File: src/pkg/dtc_pkg.sv
// package for the dual timer/counter: register map, field layout, types
package dtc_pkg;

   // register offsets
   localparam logic [7:0] OFF_CTRL = 8'h88;
   localparam logic [7:0] OFF_MODE = 8'h89;
   localparam logic [7:0] OFF_TL0  = 8'h8a;
   localparam logic [7:0] OFF_TL1  = 8'h8b;
   localparam logic [7:0] OFF_TH0  = 8'h8c;
   localparam logic [7:0] OFF_TH1  = 8'h8d;

   // timer_control fields
   localparam int BIT_TF1 = 7;
   localparam int BIT_TR1 = 6;
   localparam int BIT_TF0 = 5;
   localparam int BIT_TR0 = 4;

   // timer_mode fields
   localparam int BIT_GATE   = 3;
   localparam int BIT_CT     = 2;
   localparam int BIT_M_HI   = 1;
   localparam int BIT_M_LO   = 0;

   // reset values
   localparam logic [7:0] RST_CTRL  = 8'h00;
   localparam logic [7:0] RST_MODE  = 8'h00;
   localparam logic [7:0] RST_COUNT = 8'h00;

   // timing: one machine cycle is twelve system clocks
   localparam int         CLK_PERIOD_NS = 100;
   localparam int         MC_CLKS       = 12;
   localparam logic [3:0] MC_LAST       = 4'(MC_CLKS - 1);

   // count limits
   localparam logic [4:0] PRE_MAX  = 5'h1f;
   localparam logic [7:0] BYTE_MAX = 8'hff;

   typedef enum logic [1:0] {
      DTC_M13    = 2'b00,
      DTC_M16    = 2'b01,
      DTC_M8R    = 2'b10,
      DTC_MSPLIT = 2'b11
   } dtc_mode_t;

   typedef struct packed {
      logic       wr;
      logic       rd;
      logic [7:0] addr;
      logic [7:0] wdata;
   } dtc_bus_req_t;

endpackage : dtc_pkg

File: src/hw/dtc_cycle_gen.sv
// machine-cycle divider, pin synchronisers and count-pin edge detector
`timescale 1ns/1ps
module dtc_cycle_gen (
   input  wire logic clk_sys,
   input  wire logic rst,
   input  wire logic count_input_pin,
   input  wire logic ext_interrupt_zero_pin,
   output logic      mc_tick,
   output logic      cnt_evt,
   output logic      gate_lvl
);

   logic [3:0] div_r,    div_nxt;
   logic [1:0] cin_sy_r, cin_sy_nxt;
   logic [1:0] int_sy_r, int_sy_nxt;
   logic       samp_r,   samp_nxt;
   logic       det_r,    det_nxt;
   logic       tick_r,   tick_nxt;
   logic       evt_r,    evt_nxt;

   always_comb begin
      cin_sy_nxt = {cin_sy_r[0], count_input_pin};
      int_sy_nxt = {int_sy_r[0], ext_interrupt_zero_pin};
      tick_nxt   = (div_r == dtc_pkg::MC_LAST);
      div_nxt    = tick_nxt ? 4'h0 : div_r + 4'h1;
      samp_nxt   = samp_r;
      det_nxt    = det_r;
      evt_nxt    = 1'b0;
      if (tick_nxt) begin
         // one sample per machine cycle, so the fastest count is clock/24
         samp_nxt = cin_sy_r[1];
         det_nxt  = samp_r & ~cin_sy_r[1];
         evt_nxt  = det_r;
      end
   end

   always_ff @(posedge clk_sys) begin
      if (rst) begin
         div_r    <= 4'h0;
         cin_sy_r <= 2'h0;
         int_sy_r <= 2'h0;
         samp_r   <= 1'b0;
         det_r    <= 1'b0;
         tick_r   <= 1'b0;
         evt_r    <= 1'b0;
      end else begin
         div_r    <= div_nxt;
         cin_sy_r <= cin_sy_nxt;
         int_sy_r <= int_sy_nxt;
         samp_r   <= samp_nxt;
         det_r    <= det_nxt;
         tick_r   <= tick_nxt;
         evt_r    <= evt_nxt;
      end
   end

   assign mc_tick  = tick_r;
   assign cnt_evt  = evt_r;
   assign gate_lvl = int_sy_r[1];

endmodule : dtc_cycle_gen

File: src/hw/dtc_top.sv
// dual timer/counter with register port, top level
// Summary of operation
// each unit's timer function counts once per machine cycle, system clock divided by twelve.
// counter function samples count pin each machine cycle; high then low is an edge.
// a detected pin edge counts in the machine cycle after detection.
// mode bit 2 selects unit 0 timer (0) or pin counter (1).
// unit 0 counts only when run bit set and gate off or interrupt pin high.
// unit 0 mode bits pick 13-bit, 16-bit, 8-bit reload or split bytes.
// mode 0 uses high byte and low five bits; carry from bit 4.
// mode 0 wrap from 1fff to zero sets unit 0 overflow flag.
// mode 1 wrap from ffff to zero sets unit 0 overflow flag.
// mode 2 low byte overflow sets flag and reloads from unchanged high byte.
// mode 3 low byte is unit 0's own 8-bit counter with its controls.
// mode 3 high byte times machine cycles under unit 1 run and flag.
// unit 1 is only a clock/12 timer in 8-bit reload mode.
// unit 1 overflow sets its flag and reloads low byte from high byte.
// overflow flags are set by hardware and stay until software clears.
// control bits 7..4 hold unit1 flag, unit1 run, unit0 flag, unit0 run.
// software writes load a count byte at once; reads give live count.
//
// The plain strobed port was chosen for this implementation.
`timescale 1ns/1ps
module dtc_top (
   input  wire logic                  clk_sys,
   input  wire logic                  rst,
   input  wire dtc_pkg::dtc_bus_req_t bus_req,
   input  wire logic                  count_input_pin,
   input  wire logic                  ext_interrupt_zero_pin,
   output logic [7:0]                 rd_data,
   output logic                       unit0_overflow_flag,
   output logic                       unit1_overflow_flag,
   output logic                       unit1_ovf_pulse
);

   logic                  mc_tick;
   logic                  cnt_evt;
   logic                  gate_lvl;
   logic [7:0]            tl0_r, tl0_nxt;
   logic [7:0]            th0_r, th0_nxt;
   logic [7:0]            tl1_r, tl1_nxt;
   logic [7:0]            th1_r, th1_nxt;
   logic [7:0]            mode_r, mode_nxt;
   logic                  tf0_r, tf0_nxt;
   logic                  tf1_r, tf1_nxt;
   logic                  tr0_r, tr0_nxt;
   logic                  tr1_r, tr1_nxt;
   logic [7:0]            rd_r, rd_nxt;
   logic                  pls_r, pls_nxt;
   logic                  en0;
   logic                  inc0;
   logic                  inc0h;
   logic                  inc1;
   logic                  ovf0;
   logic                  ovf1;
   logic [4:0]            pre;
   dtc_pkg::dtc_mode_t    md;

   dtc_cycle_gen u_gen (
      .clk_sys                (clk_sys),
      .rst                    (rst),
      .count_input_pin        (count_input_pin),
      .ext_interrupt_zero_pin (ext_interrupt_zero_pin),
      .mc_tick                (mc_tick),
      .cnt_evt                (cnt_evt),
      .gate_lvl               (gate_lvl)
   );

   function automatic logic hit(input dtc_pkg::dtc_bus_req_t q, input logic [7:0] off);
      hit = q.wr && (q.addr == off);
   endfunction : hit

   always_comb begin
      md    = dtc_pkg::dtc_mode_t'(mode_r[dtc_pkg::BIT_M_HI:dtc_pkg::BIT_M_LO]);
      en0   = tr0_r && (!mode_r[dtc_pkg::BIT_GATE] || gate_lvl);
      inc0  = en0 && (mode_r[dtc_pkg::BIT_CT] ? cnt_evt : mc_tick);
      inc0h = (md == dtc_pkg::DTC_MSPLIT) && tr1_r && mc_tick;
      // unit 1 loses its run bit to the split high byte, so it halts in mode 3
      inc1  = (md != dtc_pkg::DTC_MSPLIT) && tr1_r && mc_tick;
   end

   always_comb begin
      tl0_nxt  = tl0_r;
      th0_nxt  = th0_r;
      tl1_nxt  = tl1_r;
      th1_nxt  = th1_r;
      mode_nxt = mode_r;
      tf0_nxt  = tf0_r;
      tf1_nxt  = tf1_r;
      tr0_nxt  = tr0_r;
      tr1_nxt  = tr1_r;
      ovf0     = 1'b0;
      ovf1     = 1'b0;
      pre      = tl0_r[4:0] + 5'h01;
      if (inc0) begin
         unique case (md)
            dtc_pkg::DTC_M13: begin
               // upper three low-byte bits are left alone
               tl0_nxt = {tl0_r[7:5], pre};
               if (tl0_r[4:0] == dtc_pkg::PRE_MAX) begin
                  th0_nxt = th0_r + 8'h01;
                  ovf0    = (th0_r == dtc_pkg::BYTE_MAX);
               end
            end
            dtc_pkg::DTC_M16: begin
               {th0_nxt, tl0_nxt} = {th0_r, tl0_r} + 16'h0001;
               ovf0 = (tl0_r == dtc_pkg::BYTE_MAX) && (th0_r == dtc_pkg::BYTE_MAX);
            end
            dtc_pkg::DTC_M8R: begin
               if (tl0_r == dtc_pkg::BYTE_MAX) begin
                  tl0_nxt = th0_r;
                  ovf0    = 1'b1;
               end else begin
                  tl0_nxt = tl0_r + 8'h01;
               end
            end
            dtc_pkg::DTC_MSPLIT: begin
               tl0_nxt = tl0_r + 8'h01;
               ovf0    = (tl0_r == dtc_pkg::BYTE_MAX);
            end
         endcase
      end
      if (inc0h) begin
         th0_nxt = th0_r + 8'h01;
         ovf1    = (th0_r == dtc_pkg::BYTE_MAX);
      end
      if (inc1) begin
         if (tl1_r == dtc_pkg::BYTE_MAX) begin
            tl1_nxt = th1_r;
            ovf1    = 1'b1;
         end else begin
            tl1_nxt = tl1_r + 8'h01;
         end
      end
      // a software write to a byte beats the count in the same cycle
      if (hit(bus_req, dtc_pkg::OFF_TL0)) tl0_nxt = bus_req.wdata;
      if (hit(bus_req, dtc_pkg::OFF_TH0)) th0_nxt = bus_req.wdata;
      if (hit(bus_req, dtc_pkg::OFF_TL1)) tl1_nxt = bus_req.wdata;
      if (hit(bus_req, dtc_pkg::OFF_TH1)) th1_nxt = bus_req.wdata;
      if (hit(bus_req, dtc_pkg::OFF_MODE)) mode_nxt = bus_req.wdata;
      if (hit(bus_req, dtc_pkg::OFF_CTRL)) begin
         tf1_nxt = bus_req.wdata[dtc_pkg::BIT_TF1];
         tr1_nxt = bus_req.wdata[dtc_pkg::BIT_TR1];
         tf0_nxt = bus_req.wdata[dtc_pkg::BIT_TF0];
         tr0_nxt = bus_req.wdata[dtc_pkg::BIT_TR0];
      end
      // hardware set wins over a clear in the same cycle
      if (ovf0) tf0_nxt = 1'b1;
      if (ovf1) tf1_nxt = 1'b1;
      pls_nxt = ovf1;
   end

   always_comb begin
      rd_nxt = 8'h00;
      if (bus_req.rd) begin
         unique case (bus_req.addr)
            dtc_pkg::OFF_CTRL: rd_nxt = {tf1_r, tr1_r, tf0_r, tr0_r, 4'h0};
            dtc_pkg::OFF_MODE: rd_nxt = mode_r;
            dtc_pkg::OFF_TL0:  rd_nxt = tl0_r;
            dtc_pkg::OFF_TH0:  rd_nxt = th0_r;
            dtc_pkg::OFF_TL1:  rd_nxt = tl1_r;
            dtc_pkg::OFF_TH1:  rd_nxt = th1_r;
            default:           rd_nxt = 8'h00;
         endcase
      end
   end

   always_ff @(posedge clk_sys) begin
      if (rst) begin
         tl0_r  <= dtc_pkg::RST_COUNT;
         th0_r  <= dtc_pkg::RST_COUNT;
         tl1_r  <= dtc_pkg::RST_COUNT;
         th1_r  <= dtc_pkg::RST_COUNT;
         mode_r <= dtc_pkg::RST_MODE;
         tf1_r  <= dtc_pkg::RST_CTRL[dtc_pkg::BIT_TF1];
         tr1_r  <= dtc_pkg::RST_CTRL[dtc_pkg::BIT_TR1];
         tf0_r  <= dtc_pkg::RST_CTRL[dtc_pkg::BIT_TF0];
         tr0_r  <= dtc_pkg::RST_CTRL[dtc_pkg::BIT_TR0];
         rd_r   <= 8'h00;
         pls_r  <= 1'b0;
      end else begin
         tl0_r  <= tl0_nxt;
         th0_r  <= th0_nxt;
         tl1_r  <= tl1_nxt;
         th1_r  <= th1_nxt;
         mode_r <= mode_nxt;
         tf1_r  <= tf1_nxt;
         tr1_r  <= tr1_nxt;
         tf0_r  <= tf0_nxt;
         tr0_r  <= tr0_nxt;
         rd_r   <= rd_nxt;
         pls_r  <= pls_nxt;
      end
   end

   assign rd_data             = rd_r;
   assign unit0_overflow_flag = tf0_r;
   assign unit1_overflow_flag = tf1_r;
   assign unit1_ovf_pulse     = pls_r;

   logic quiet0;
   logic quiet1;
   logic ctrl_wr;
   assign quiet0  = !hit(bus_req, dtc_pkg::OFF_TL0) && !hit(bus_req, dtc_pkg::OFF_TH0)
                    && !hit(bus_req, dtc_pkg::OFF_MODE);
   assign quiet1  = !hit(bus_req, dtc_pkg::OFF_TL1) && !hit(bus_req, dtc_pkg::OFF_TH1);
   assign ctrl_wr = hit(bus_req, dtc_pkg::OFF_CTRL);
endmodule : dtc_top

File: config.mk
export PLATFORM = sky130hd
export DESIGN_NAME = dtc_top
export DESIGN_NICKNAME = d
export VERILOG_FILES = /design/src/pkg/dtc_pkg.sv /design/src/hw/dtc_cycle_gen.sv /design/src/hw/dtc_top.sv
export SDC_FILE = /design/constraint.sdc
export NUM_CORES = 1
export LEC_CHECK = 0
export BUFFER_PORTS_ARGS = -buffer_cell sky130_fd_sc_hd__buf_2
export CAP_MARGIN = 0
export CORE_ASPECT_RATIO = 1.75
export CORE_MARGIN = 3
export CORE_UTILIZATION = 40
export CTS_CLUSTER_SIZE = 10
export DETAILED_ROUTE_END_ITERATION = 7
export PLACE_DENSITY_LB_ADDON = 0.15
export SLEW_MARGIN = 20
export SYNTH_ARGS = -nofsm -noshare
export SYNTH_HDL_FRONTEND = slang
export SYNTH_SLANG_ARGS = --single-unit
File: constraint.sdc
create_clock -name clk_sys -period 3 [get_ports clk_sys]
set_input_delay 0.6 -clock clk_sys [delete_from_list [all_inputs] [get_ports clk_sys]]
set_output_delay 0.6 -clock clk_sys [all_outputs]
set_load 0.02 [all_outputs]
==> flow_metrics.env <==
export IMPL_syn_to_final_growth_pct=15.27
export IMPL_synthFlopType="dfxtp_1"
export IMPL_io_buffers=32
export IMPL_peakVddDrop_uv=404.0
export IMPL_critical_path_max_fanout=6
export IMPL_ys_types=62
export IMPL_outcome="finished, final reports clean"
export IMPL_start_kind="flip-flop"
export IMPL_dpl_worst_slack_ns=0.5276
export IMPL_fmax_mhz=432.3
export IMPL_ys_ff_latch=65
export IMPL_fin_ws_ns=0.6868
export IMPL_rsz0062_at_grt="no"
export IMPL_grtUsageTotal_pct=23.31
export IMPL_cts_sinks=65
export IMPL_relSlewSlack_pct=37.18
export IMPL_htree_levels=3
export IMPL_cts_root_buf="clkbuf_16"
export IMPL_worst_path_buf_inv=0
export IMPL_grt_max_degree=35
export IMPL_start_util_pct=41.93
export IMPL_final_max_slew_violation_count=0
export IMPL_critPathKind="flip-flop to flip-flop"
export IMPL_maxCapViolations=0
export IMPL_ys_seq_area_share_pct=36.84
export IMPL_vias=3422
export IMPL_cpPeakStageDelay_ns=0.47
export IMPL_syn_inst=419
export IMPL_numCtsBuffers=9
export IMPL_core_region_area_um2=8423
export IMPL_overflow=0
export IMPL_synth_nets=446
export IMPL_setup_viol=0
export IMPL_drive_above_1_share_pct=17.12
export IMPL_die_area_um2=10040
export IMPL_gp_congestion=0.9065
export IMPL_drcViolationCount=0
export IMPL_tightest_slew_ns=0.9423
export IMPL_grt_pass1_wl_mm=17.66
export IMPL_endpoint_kind="flip-flop"
export IMPL_skew_ns=0.006676
export IMPL_die_height_um=130.3
export IMPL_syn_area_um2=3532
export IMPL_hold_buffers=0
export IMPL_cpMostUsedCell="ha_1"
export IMPL_cp_data_arrival_time_ns=2.57
export IMPL_dr_pass1_iters=7
export IMPL_cts_tree="built"
export IMPL_cp_required_ns=3.25
export IMPL_avgSynthCellArea_um2=8.430
export IMPL_ios=33
export IMPL_fin_crit_sh_pct=77.11
export IMPL_antenna_found_initial=0
export IMPL_cellPowerDensity_nw_per_um2=500.8
export IMPL_grt_pass1_vias=3224
export IMPL_post_dp_cell_area_um2=3764
export IMPL_hp_class="flip-flop to flip-flop"
export IMPL_clk_path_buf_depth=2
export IMPL_final_antenna_net_count=0
export IMPL_routedWlPerCell_um=19.94
export IMPL_cts_resized=0
export IMPL_via_per_inst=6.122
export IMPL_clock_latency_ns=0.34
export IMPL_synthArstFlopShare_pct=0
export IMPL_slowest_stage="a41oi_1"
export IMPL_synth_edf_count=0
export IMPL_num_antenna_cells=0
export IMPL_p_leak_nw=1.491
export IMPL_drt_total_wl_mm=11.15
export IMPL_drtIter0Drc=313
export IMPL_num_rows=44
export IMPL_synth_warnings=0
export IMPL_cts_setup_buffers=0
export IMPL_path_clk_slew_ns=0.05
export IMPL_crit_family="compound AO/OA/AOI/OAI gates"
export IMPL_final_hold_viol_count=0
export IMPL_dieWidth_um=77.04
export IMPL_tns_ns=0
export IMPL_dp_hpwl_mm=8.160
export IMPL_finish_instance_area_um2=4071
export IMPL_nets=466
export IMPL_period_minus_slack_ns=2.313
export IMPL_fin_util_pct=48.34
export IMPL_path_cells="ha_1, and3_1, ha_1, o21ba_2, a41oi_1, nor3_1, xnor2_1, a211oi_1"
power by group:
group          switching (mW)  internal [mW]  total (mW)
clock network           0.390          0.688        1.08
registers             0.00487          0.871       0.875
logic                  0.0588         0.0273      0.0861
per-layer routing:
| metal | global-route usage (%) | wire length [um] | vias up | share of wire, % |
|---|---|---|---|---|
| li1 | - | - | 1598 | - |
| met1 | 24.96 | 4184 | 1615 | 38 |
| met2 | 39.41 | 5498 | 160 | 49 |
| met3 | 6.215 | 712 | 49 | 6.4 |
| met4 | 17.30 | 750 | 0 | 6.7 |
| met5 | 0 | 0 | - | 0 |
cell usage after synthesis (7+ instances only):
cell	count	share of area (%)
a21oi_1	38	5.4
nand2_1	47	5.0
clkbuf_1	22	2.3
mux2i_1	12	3.4
mux2_2	8	2.6
and3_1	10	1.8
a211oi_1	12	2.6
nor2_1	36	3.8
nand3_1	32	4.5
dfxtp_1	65	37
nor3_1	12	1.7
nor2b_1	7	1.2
state kept, by name, summed over array words and instances, names as in the netlist:
register / cells
u_gen.samp_r: 1
th1_r: 8
u_gen.div_r: 4
tr0_r: 1
u_gen.det_r: 1
unit0_overflow_flag: 1
u_gen.int_sy_r: 2
unit1_overflow_flag: 1
u_gen.cin_sy_r: 2
unit1_ovf_pulse: 1
tl0_r: 8
th0_r: 8
rd_data: 8
tl1_r: 8
u_gen.cnt_evt: 1
u_gen.mc_tick: 1
tr1_r: 1
mode_r: 8
cells by family after synthesis:
logic type      after synthesis  synth area share, %
fa+ha+maj                     5                1.771
compound gates               99                19.27
simple gates                181                26.78
flops                        65                36.84
mux                          25                8.821
buf+inv                      34                4.038
xor+xnor                     10                2.480
path summary, 6_finish.rpt:
path	start	to	slack (ns)	cells after the start
max reg2reg	tl0_r[0]$_SDFFE_PP0P_	th0_r[3]$_SDFFE_PP0P_	0.69	8
min	u_gen.div_r[0]$_SDFF_PP0_	u_gen.div_r[0]$_SDFF_PP0_	0.44	1
max	tl0_r[0]$_SDFFE_PP0P_	th0_r[3]$_SDFFE_PP0P_	0.69	8
min reg2reg	u_gen.div_r[0]$_SDFF_PP0_	u_gen.div_r[0]$_SDFF_PP0_	0.44	1
stage by stage:
stage | total power, mW | cells | hold slack [ns]
after floorplan | 0.9374 | 419 | 0.4138
after global placement | 0.9782 | 543 | 0.4211
after detailed placement | 0.9796 | 543 | 0.4308
after CTS | 2.059 | 559 | 0.4438
after global routing | 2.101 | 559 | 0.4665
final | 2.039 | 559 | 0.4417
layout make-up:
| type | instances | area, um2 |
|---|---|---|
| clock buffer | 12 | 256.5 |
| clock inverter | 4 | 51.30 |
| fill | 825 | 4352 |
| inverter | 5 | 18.77 |
| multi-input combinational | 320 | 2095 |
| sequential | 65 | 1301 |
| tap | 115 | 143.9 |
| timing repair buffer | 38 | 205.2 |
placed cells by master, fill, tap and decap left out, types with 2 or more instances in the layout:
cell       count
a31oi_1        4
buf_2         32
nor3_1        12
inv_1          4
mux4_2         4
nor3b_1        4
and2_1         5
a211o_1        4
ha_1           5
a22o_1         3
nand4_1        4
nand3_1       32
dfxtp_1       65
and3_1        10
clkbuf_8       2
buf_4          6
nor4_2         3
a41oi_1        4
nand2_1       47
nor4b_2        2
a41o_1         3
xnor2_1        5
nand2b_1       3
nor4_1         4
nor2_1        36
a21o_1         4
a211oi_1      12
mux2_2         8
a22oi_1        3
o21ai_0        5
clkbuf_16      9
and4_1         5
mux2i_1       12
xor2_1         5
a221oi_1       5
nor2b_1        7
a21oi_1       38
No activity file was read; power rests on OpenSTA's default activity.
